--- src/shared/wdl_map.svh ---
// Register offsets, field positions, reset values and unlock codes of the lock block.
`ifndef WDL_MAP_SVH
`define WDL_MAP_SVH

`define WDL_ADDR_W              8
`define WDL_DATA_W              8

`define WDL_OFS_CORR_STATUS     8'h33
`define WDL_OFS_UNLOCK_CODE     8'h34
`define WDL_OFS_DIS_CONTROL     8'h35

`define WDL_BIT_SINGLE_ERR      0
`define WDL_BIT_DOUBLE_ERR      1
`define WDL_BIT_PERMISSION      0
`define WDL_BIT_LOCK_STATUS     1
`define WDL_RSVD_LSB            2
`define WDL_RSVD_MSB            7

`define WDL_RST_CORR_STATUS     8'h00
`define WDL_RST_CONTROL         8'h00
`define WDL_RST_LOCK            1'b1
`define WDL_RST_PERMISSION      1'b0
`define WDL_READ_ZERO           8'h00

`define WDL_CODE_FIRST          8'h87
`define WDL_CODE_SECOND         8'h65
`define WDL_CODE_THIRD          8'h1B

`endif

--- src/shared/wdl_pkg.sv ---
// Types shared by the lock block modules.
package wdl_pkg;

    typedef logic [7:0] wdl_byte_t;

    typedef enum logic [1:0] {
        WDL_SEQ_IDLE,
        WDL_SEQ_GOT_FIRST,
        WDL_SEQ_GOT_SECOND
    } wdl_seq_state_t;

endpackage

--- src/shared/wdl_seq_if.sv ---
// Carrier between the register bank and the unlock sequence tracker.
interface wdl_seq_if;

    logic              code_wr;
    wdl_pkg::wdl_byte_t code_byte;
    logic              seq_complete;

    modport bank (
        output code_wr,
        output code_byte,
        input  seq_complete
    );

    modport tracker (
        input  code_wr,
        input  code_byte,
        output seq_complete
    );

endinterface

--- src/design/wdl_lock_bank.sv ---
// Register bank for memory correction status and the watchdog pin-disable lock.
//
// Notes on behaviour
// - Double-error flag, status bit 1, shows an uncorrected two-bit memory error.
// - Single-error flag, status bit 0, shows a corrected one-bit memory error.
// - Writing 0x87, 0x65, 0x1B as three separate writes opens the lock.
// - Any other code write, or global lock written one, closes the lock.
// - Reading the unlock code register always returns zero.
// - A completed sequence is ignored while the global watchdog lock is one.
// - Lock status is read-only control bit 1, resets to one, blocks register writes to permission.
// - Permission bit lets the external disable pin turn the watchdog off.
// - Writing permission one needs global lock and lock status both zero.
// - Permission bit takes its start-up value from the one-time memory.
`include "wdl_map.svh"

module wdl_lock_bank (
    // Clock and reset
    input  wire logic                   clock,
    input  wire logic                   sys_rst,
    // Register port from the serial control interface
    input  wire logic                   reg_wr,
    input  wire logic                   reg_rd,
    input  wire logic [`WDL_ADDR_W-1:0] reg_addr,
    input  wire logic [`WDL_DATA_W-1:0] reg_wdata,
    output logic      [`WDL_DATA_W-1:0] reg_rdata,
    output logic                        reg_rvalid,
    // Start-up load from the one-time-programmable memory
    input  wire logic                   otp_load,
    input  wire logic                   otp_permission,
    input  wire logic                   otp_single_err,
    input  wire logic                   otp_double_err,
    // Global watchdog lock, held in another register
    input  wire logic                   global_watchdog_lock,
    input  wire logic                   global_lock_set,
    // Watchdog disable path
    input  wire logic                   external_disable_pin,
    output logic                        watchdog_disable,
    // State seen by the rest of the device
    output logic                        pin_disable_permission,
    output logic                        permission_lock_status,
    output logic                        single_error_flag,
    output logic                        double_error_flag
);

    wdl_seq_if seq ();

    // Reset word of the status register, so each flag takes its own bit of it.
    localparam logic [`WDL_DATA_W-1:0] status_rst_val = `WDL_RST_CORR_STATUS;

    logic                              single_err_r;
    logic                              double_err_r;
    logic                              lock_r;
    logic                              permission_r;
    logic [`WDL_RSVD_MSB:`WDL_RSVD_LSB] rsvd_r;
    logic [`WDL_DATA_W-1:0]            rdata_r;
    logic                              rvalid_r;
    logic                              wd_disable_r;

    logic                              code_wr;
    logic                              ctrl_wr;
    logic                              unlock_ok;
    logic                              lock_nxt;
    logic                              permission_nxt;
    logic [`WDL_DATA_W-1:0]            rdata_nxt;
    logic [`WDL_DATA_W-1:0]            status_word;
    logic [`WDL_DATA_W-1:0]            control_word;

    // Address decode.
    assign code_wr = reg_wr && (reg_addr == `WDL_OFS_UNLOCK_CODE);
    assign ctrl_wr = reg_wr && (reg_addr == `WDL_OFS_DIS_CONTROL);

    // Hand code writes to the sequence tracker.
    assign seq.code_wr   = code_wr;
    assign seq.code_byte = reg_wdata;

    wdl_unlock_seq u_seq (
        .clock   (clock),
        .sys_rst (sys_rst),
        .seq     (seq)
    );

    // Unlock counts only if the global lock is clear and is not being set now.
    assign unlock_ok = seq.seq_complete
                       && !global_watchdog_lock
                       && !global_lock_set;

    // Lock status next value.
    always_comb begin
        lock_nxt = lock_r;
        if (code_wr) begin
            lock_nxt = !unlock_ok;
        end
        if (global_lock_set) begin
            lock_nxt = 1'b1;
        end
    end

    always_ff @(posedge clock or posedge sys_rst) begin
        if (sys_rst) begin
            lock_r <= `WDL_RST_LOCK;
        end else begin
            lock_r <= lock_nxt;
        end
    end

    // Permission bit next value. The lock is tested as it stood before this
    // cycle, so a write landing with the unlock byte still sees the lock.
    always_comb begin
        permission_nxt = permission_r;
        if (otp_load) begin
            permission_nxt = otp_permission;
        end else if (ctrl_wr && !lock_r) begin
            if (reg_wdata[`WDL_BIT_PERMISSION]) begin
                if (!global_watchdog_lock) begin
                    permission_nxt = 1'b1;
                end
            end else begin
                permission_nxt = 1'b0;
            end
        end
    end

    always_ff @(posedge clock or posedge sys_rst) begin
        if (sys_rst) begin
            permission_r <= `WDL_RST_PERMISSION;
        end else begin
            permission_r <= permission_nxt;
        end
    end

    // Reserved control bits are plain storage, writable at any time.
    always_ff @(posedge clock or posedge sys_rst) begin
        if (sys_rst) begin
            rsvd_r <= '0;
        end else if (ctrl_wr) begin
            rsvd_r <= reg_wdata[`WDL_RSVD_MSB:`WDL_RSVD_LSB];
        end
    end

    // Correction status mirrors the latest memory check; a clean check
    // clears a flag left by an earlier one.
    always_ff @(posedge clock or posedge sys_rst) begin
        if (sys_rst) begin
            single_err_r <= status_rst_val[`WDL_BIT_SINGLE_ERR];
            double_err_r <= status_rst_val[`WDL_BIT_DOUBLE_ERR];
        end else if (otp_load) begin
            single_err_r <= otp_single_err;
            double_err_r <= otp_double_err;
        end
    end

    // Read words.
    always_comb begin
        status_word                      = '0;
        status_word[`WDL_BIT_SINGLE_ERR] = single_err_r;
        status_word[`WDL_BIT_DOUBLE_ERR] = double_err_r;
    end

    always_comb begin
        control_word                                 = '0;
        control_word[`WDL_RSVD_MSB:`WDL_RSVD_LSB]    = rsvd_r;
        control_word[`WDL_BIT_LOCK_STATUS]           = lock_r;
        control_word[`WDL_BIT_PERMISSION]            = permission_r;
    end

    always_comb begin
        case (reg_addr)
            `WDL_OFS_CORR_STATUS: begin
                rdata_nxt = status_word;
            end
            `WDL_OFS_UNLOCK_CODE: begin
                rdata_nxt = `WDL_READ_ZERO;
            end
            `WDL_OFS_DIS_CONTROL: begin
                rdata_nxt = control_word;
            end
            default: begin
                rdata_nxt = `WDL_READ_ZERO;
            end
        endcase
    end

    // Read data is registered; it holds until the next read.
    always_ff @(posedge clock or posedge sys_rst) begin
        if (sys_rst) begin
            rdata_r <= '0;
        end else if (reg_rd) begin
            rdata_r <= rdata_nxt;
        end
    end

    always_ff @(posedge clock or posedge sys_rst) begin
        if (sys_rst) begin
            rvalid_r <= 1'b0;
        end else begin
            rvalid_r <= reg_rd;
        end
    end

    // Pin gate. The pin is taken as already synchronous; one register stage
    // keeps the output glitch free at the cost of one cycle of latency.
    always_ff @(posedge clock or posedge sys_rst) begin
        if (sys_rst) begin
            wd_disable_r <= 1'b0;
        end else begin
            wd_disable_r <= external_disable_pin && permission_r;
        end
    end

    assign reg_rdata              = rdata_r;
    assign reg_rvalid             = rvalid_r;
    assign watchdog_disable       = wd_disable_r;
    assign pin_disable_permission = permission_r;
    assign permission_lock_status = lock_r;
    assign single_error_flag      = single_err_r;
    assign double_error_flag      = double_err_r;

endmodule

--- src/design/wdl_unlock_seq.sv ---
// Tracker of the three-byte unlock sequence written to the unlock code register.
`include "wdl_map.svh"

module wdl_unlock_seq (
    // Clock and reset
    input wire logic clock,
    input wire logic sys_rst,
    // Link to the register bank
    wdl_seq_if.tracker seq
);

    wdl_pkg::wdl_seq_state_t state_r;
    wdl_pkg::wdl_seq_state_t state_nxt;
    logic                    complete_nxt;

    // A byte that breaks the sequence is still checked as a fresh first byte,
    // so a retry does not cost the host an extra write.
    always_comb begin
        state_nxt    = state_r;
        complete_nxt = 1'b0;
        if (seq.code_wr) begin
            case (state_r)
                wdl_pkg::WDL_SEQ_IDLE: begin
                    if (seq.code_byte == `WDL_CODE_FIRST) begin
                        state_nxt = wdl_pkg::WDL_SEQ_GOT_FIRST;
                    end
                end
                wdl_pkg::WDL_SEQ_GOT_FIRST: begin
                    if (seq.code_byte == `WDL_CODE_SECOND) begin
                        state_nxt = wdl_pkg::WDL_SEQ_GOT_SECOND;
                    end else if (seq.code_byte == `WDL_CODE_FIRST) begin
                        state_nxt = wdl_pkg::WDL_SEQ_GOT_FIRST;
                    end else begin
                        state_nxt = wdl_pkg::WDL_SEQ_IDLE;
                    end
                end
                wdl_pkg::WDL_SEQ_GOT_SECOND: begin
                    if (seq.code_byte == `WDL_CODE_THIRD) begin
                        complete_nxt = 1'b1;
                        state_nxt    = wdl_pkg::WDL_SEQ_IDLE;
                    end else if (seq.code_byte == `WDL_CODE_FIRST) begin
                        state_nxt = wdl_pkg::WDL_SEQ_GOT_FIRST;
                    end else begin
                        state_nxt = wdl_pkg::WDL_SEQ_IDLE;
                    end
                end
                default: begin
                    state_nxt = wdl_pkg::WDL_SEQ_IDLE;
                end
            endcase
        end
    end

    always_ff @(posedge clock or posedge sys_rst) begin
        if (sys_rst) begin
            state_r <= wdl_pkg::WDL_SEQ_IDLE;
        end else begin
            state_r <= state_nxt;
        end
    end

    // Completion is combinational so the bank resolves the lock in the same
    // cycle as the write that finishes the sequence.
    assign seq.seq_complete = complete_nxt;

endmodule

--- config.mk ---
export PLATFORM = sky130hd
export DESIGN_NAME = wdl_lock_bank
export DESIGN_NICKNAME = d
export VERILOG_FILES = /design/src/shared/wdl_pkg.sv /design/src/shared/wdl_seq_if.sv /design/src/design/wdl_lock_bank.sv /design/src/design/wdl_unlock_seq.sv
export VERILOG_INCLUDE_DIRS = /design/src /design/src/shared
export SDC_FILE = /design/constraint.sdc
export NUM_CORES = 1
export LEC_CHECK = 0
export BUFFER_PORTS_ARGS = -buffer_cell sky130_fd_sc_hd__buf_2
export CAP_MARGIN = 20
export CORE_MARGIN = 3
export CORE_UTILIZATION = 49
export CTS_BUF_LIST = sky130_fd_sc_hd__clkbuf_2
export DETAILED_ROUTE_END_ITERATION = 8
export PLACE_DENSITY = 0.8
export SLEW_MARGIN = 20
export SYNTH_ARGS = -nofsm -noshare
export SYNTH_HDL_FRONTEND = slang
export SYNTH_SLANG_ARGS = --single-unit
--- constraint.sdc ---
create_clock -name clock -period 1.95 [get_ports clock]
set_input_delay 0.0975 -clock clock [delete_from_list [all_inputs] [get_ports clock]]
set_output_delay 0.0975 -clock clock [all_outputs]
set_load 0.02 [all_outputs]
Word-level counts from Yosys, hierarchy flattened
Cells that the tools add are included.
Operators by class
  equal/unequal tests: 10
  multiplexer cells: 15
  reductions and logical operators: 15
Operator list (count)
  8-bit by 6-bit == test with 1-bit output (second input constant): 3
  8-bit one-hot mux with 2 select lines: 1
  1-bit 2-to-1 mux: 11
  8-bit by 5-bit == test with 1-bit output (second input constant): 1
  8-bit by 7-bit == test with 1-bit output (second input constant): 1
  8-bit == test (second input constant): 1
  1-bit logical AND: 6
  2-bit one-hot mux with 3 select lines: 1
  1-bit logical NOT: 4
  2-bit 2-to-1 mux: 2
  2-bit AND reduction: 2
  2-bit nonzero test: 2
  3-bit != test (second input constant): 1
  2-bit by 1-bit == test with 1-bit output (second input constant): 1
  2-bit == test (second input constant): 1
  2-bit logical NOT: 1
  2-bit by 1-bit != test with 1-bit output (second input constant): 1
Word-level totals
  register bits: 22
  bits of input ports: 27
  output and inout port bits: 14

Depth between registers and ports, before layout
  depth in word-level cells: 9
  mapped depth: 5
  depth with buffers taken out: 4

By module
Synthesis repeated with hierarchy kept, for this count alone.
Second synthesis, totals
  cells, all modules: 84
  area total of the unflattened synthesis: 1067.3 µm²
By module, submodules not included
  wdl_lock_bank: times used 1, cells each 65, area each 883.3 µm², sequential area each 501.7 µm²
  wdl_unlock_seq: times used 1, cells each 19, area each 183.9 µm², sequential area each 50.0 µm²

Worst setup path before layout
OpenSTA, ideal clock, no wires.
  path type: input to register
  start point: in reg_addr[3]
  end point: reg permission_r, in the netlist pin_disable_permission
  setup time: 0.124 ns
  data arrival time: 1.099 ns
  required time: 1.826 ns
  path slack: 0.727 ns
  cell stages on the path: 4
  cell sequence: and4bb_1 -> nand4_4 -> o31a_1 -> o31a_1
On the way
  cells in the longest elaborated chain, start to end: 5
Ends and longest elaborated chain
  start, declared: RTL line wdl_lock_bank.sv:23  | input wire logic [`WDL_ADDR_W-1:0] reg_addr,
  8-bit by 6-bit == test with 1-bit output
  1-bit logical AND: RTL line wdl_lock_bank.sv:70  | assign ctrl_wr = reg_wr && (reg_addr == `WDL_OFS_DIS_CONTROL);
  1-bit logical AND: RTL line wdl_lock_bank.sv:112  | end else if (ctrl_wr && !lock_r) begin
  2-bit nonzero test (no source line)
  2-bit AND reduction (no source line)
  end signal, assigned: RTL line wdl_lock_bank.sv:125  | permission_r <= `WDL_RST_PERMISSION;
  end signal, assigned: RTL line wdl_lock_bank.sv:127  | permission_r <= permission_nxt;
  end, declared: RTL line wdl_lock_bank.sv:53  | logic permission_r;
Every way passes these cells.
A chain may end at the register's enable or synchronous reset.

Worst setup path in the final report
  start point: in reg_wdata[4]
  end point: reg u_seq.state_r[1]
On the way
  cells in the longest elaborated chain, start to end: 3
  elaborated cells on any way between the ends: 6
  those cells by class: eq/ne (3); mux (2); reduce/logical (1)
Ends and longest elaborated chain
  start, declared: RTL line wdl_lock_bank.sv:24  | input wire logic [`WDL_DATA_W-1:0] reg_wdata,
  8-bit by 7-bit == test with 1-bit output (no source line) / 8-bit == test (equally long branches)
  2-bit 2-to-1 mux / 2-bit by 1-bit != test with 1-bit output (equally long branches)
  2-bit one-hot mux with 3 select lines / 2-bit AND reduction (equally long branches)
  end signal, assigned: RTL line wdl_unlock_seq.sv:56  | state_r <= wdl_pkg::WDL_SEQ_IDLE;
  end signal, assigned: RTL line wdl_unlock_seq.sv:58  | state_r <= state_nxt;
  end, declared: RTL line wdl_unlock_seq.sv:12  | wdl_pkg::wdl_seq_state_t state_r;
Parallel ways exist; a longest one is shown, timed or not.

==> impl_metrics.env <==
export IMPL_coreArea_mm2=0.00198
export IMPL_min_period_ns=1.47
export IMPL_start_util_pct=52.8
export IMPL_wl_per_cell_um=13.6
export IMPL_synth_compound_area_share_pct=8.61
export IMPL_relSlewSlack_pct=45.3
export IMPL_grt_max_degree=23
export IMPL_path_class="input pin to flip-flop"
export IMPL_max_stage_delay_ns=0.53
export IMPL_finalSetupTns_ns=0
export IMPL_pin_count=41
export IMPL_final_cells=167
export IMPL_synth_seq_cells=22
export IMPL_setup_worst_path_start_class="input pin"
export IMPL_die_w_um=52.2
export IMPL_overflow=0
export IMPL_required_ns=2.22
export IMPL_ys_seq_area_share_pct=52.8
export IMPL_final_common_cell="buf_2"
export IMPL_fin_crit_sh_pct=75.6
export IMPL_synth_mux_area_fraction_pct=9.57
export IMPL_synth_simple_area_share_pct=25.1
export IMPL_placed_cells=157
export IMPL_dieHeight_um=52.2
export IMPL_pwr_share_seq_pct=61.9
export IMPL_cts_root_buf="clkbuf_2"
export IMPL_swShare_pct=26.6
export IMPL_dr_pass1_iters=4
export IMPL_hp_class="input pin to flip-flop"
export IMPL_grt_pass1_vias=821
export IMPL_antenna_found_initial=0
export IMPL_drtIter0Drc=11
export IMPL_cts_setup_buffers=0
export IMPL_ant_nets=0
export IMPL_cts_tree="yes"
export IMPL_dieArea_mm2=0.00272
export IMPL_drv_slew=0
export IMPL_syn_area_mm2=0.00105
export IMPL_hpwl_mm=1.74
export IMPL_internal_power_mw=0.573
export IMPL_synth_cells=91
export IMPL_port_buffers=40
export IMPL_crit_family="simple AND/OR/NAND/NOR gates"
export IMPL_grt_pass1_wl_mm=3.61
export IMPL_maxCapViolations=0
export IMPL_power_density_mw_per_mm2=576
export IMPL_combPwrFrac_pct=14.9
export IMPL_yosys_warnings=0
export IMPL_rows=16
export IMPL_skew_ns=0.00232
export IMPL_area_growth_pct=29.5
export IMPL_cp_cell_sequence="dlygate4sd3_1 > buf_2 > nor3b_1 > nand4b_1 > or3b_2 > mux2i_1"
export IMPL_path_max_fanout=3
export IMPL_slowest_stage="dlygate4sd3_1"
export IMPL_post_cts_resized=0
export IMPL_status="complete, no violations"
export IMPL_arrival_ns=1.74
export IMPL_htree_levels=1
export IMPL_gp_congestion=0.790
export IMPL_cts_buffers=3
export IMPL_groute_usage_overall_pct=18.1
export IMPL_final_cell_mix="40 x buf_2, 21 x dfrtp_1, 10 x inv_1, 8 x mux2_2, 8 x o21ai_0"
export IMPL_vias=843
export IMPL_synth_nets=118
export IMPL_cp_end_kind="flip-flop"
export IMPL_hold_viol=0
export IMPL_routed_via_density=5.05
export IMPL_synth_avg_cell_area_um2=11.5
export IMPL_numClockSinks=22
export IMPL_p_leak_nw=0.653
export IMPL_clockPowerShare_pct=23.2
export IMPL_vdd_drop_max_v=0.000363
export IMPL_cts_buffer_depth=2
export IMPL_power_switching_mw=0.208
export IMPL_synth_top_family_by_area="simple AND/OR/NAND/NOR gates"
export IMPL_synth_xor_xnor_area_share_pct=0
export IMPL_setup_viol=0
export IMPL_path_clk_slew_ns=0.20
export IMPL_drc_errors=0
export IMPL_rsz0062_at_grt="no"
export IMPL_final_nets=168
export IMPL_worst_slew_pin_slew_ns=0.820
export IMPL_p_total_mw=0.780
export IMPL_drive_gt1_share_pct=40.7
export IMPL_totalWireLength_mm=2.27
export IMPL_num_antenna_cells=0
export IMPL_synthAdderAreaFrac_pct=0
export IMPL_max_freq_mhz=678
export IMPL_synth_distinct_cells=32
export IMPL_insertion_delay_ns=0.32
export IMPL_crit_buf_inv=2
## logic make-up (layout without fill, tap and decap cells)
kind of cell           count (synthesis)  in the layout
AO/OA/AOI/OAI                         15             15
buffers and inverters                 11             60
multiplexers                           9              9
flip-flops                            22             22
AND/OR/NAND/NOR                       34             34
## per-stage QoR
step / setup WS, ns / hold slack [ns] / util, % / area (um2)
floorplan: 0.727 / 0.0860 / - / 1050
global placement: 0.500 / 0.280 / 64.4 / 1280
detailed placement: 0.464 / 0.293 / 64.4 / 1280
CTS: 0.595 / 0.000694 / 67.9 / 1350
global route: 0.412 / 0.00992 / 68.4 / 1360
finish: 0.476 / 0.0259 / 68.4 / 1360
## synthesized netlist by cell type
cell type | number | area [um2]
a21boi_0 | 1 | 7.51
a21oi_1 | 1 | 5.00
a22oi_1 | 2 | 15.0
and2_1 | 3 | 18.8
and3_1 | 1 | 6.26
and3b_1 | 1 | 8.76
and4bb_1 | 1 | 12.5
clkbuf_1 | 1 | 3.75
dfrtp_1 | 21 | 526
dfstp_2 | 1 | 26.3
inv_1 | 10 | 37.5
mux2_2 | 8 | 90.1
mux2i_1 | 1 | 10.0
nand2_1 | 7 | 26.3
nand2b_1 | 3 | 18.8
nand3_1 | 1 | 5.00
nand3b_1 | 1 | 7.51
nand4_1 | 1 | 6.26
nand4_4 | 1 | 21.3
nand4b_1 | 2 | 17.5
nor2_1 | 1 | 3.75
nor3_1 | 3 | 15.0
nor3b_1 | 1 | 7.51
nor4_1 | 1 | 6.26
nor4_4 | 2 | 42.5
nor4b_1 | 1 | 8.76
nor4bb_1 | 1 | 10.0
o21ai_0 | 8 | 40.0
o21ai_1 | 1 | 5.00
o31a_1 | 2 | 17.5
or3b_2 | 1 | 8.76
or3b_4 | 1 | 11.3
## metal layers
layer	routed length, um	GRT usage [%]
met1	1000	23.7
met2	1110	29.7
met3	138	2.85
met4	19	7.66
met5	0	0
## path summary, 6_finish.rpt
check | startpoint | end | slack, ns | depth (start not counted)
setup / recovery | reg_wdata[4] | u_seq.state_r[1] | 0.48 | 6
hold / removal | reg_wdata[3] | rsvd_r[3] | 0.03 | 2
setup reg to reg | permission_lock_status | pin_disable_permission | 0.87 | 2
hold reg to reg | rsvd_r[7] | reg_rdata[7] | 0.51 | 2
max in group asynchronous | sys_rst | single_error_flag | 1.01 | 3
min in group asynchronous | sys_rst | rsvd_r[2] | 0.44 | 3
## power by group through the flow
stage               clock [mW]  sequential, mW  combinational, mW
floorplan                    0           0.500             0.0432
global placement             0           0.491              0.104
detailed placement           0           0.491              0.108
CTS                      0.188           0.483              0.116
global route             0.202           0.485              0.126
finish                   0.181           0.483              0.116
## flip-flops by register name, summed over array words and instances, names as in the netlist
name	flops
pin_disable_permission	1
rsvd_r	6
reg_rdata	8
reg_rvalid	1
u_seq.state_r	2
permission_lock_status	1
single_error_flag	1
watchdog_disable	1
double_error_flag	1
## worst register-to-register path, delay by kind of cell (launching register included)
| family | cells | cell delay (ns) |
|---|---|---|
| compound gates | 2 | 0.56 |
| flops | 1 | 0.44 |
## area by class of cell
class                           count  area [um2]
Clock buffer                        3        15.0
Clock inverter                      1        3.75
Fill cell                         170         627
Inverter                           10        37.5
Multi-Input combinational cell     58         453
Sequential cell                    22         552
Tap cell                           27        33.8
Timing Repair Buffer               46         260
## repair_timing
action / CTS / global route
hold buffers: 5 / 1
endpoints found under the setup margin: 0 / 0
endpoints found under the hold margin: 25 / 1
Power figures use the tool's default switching activity.
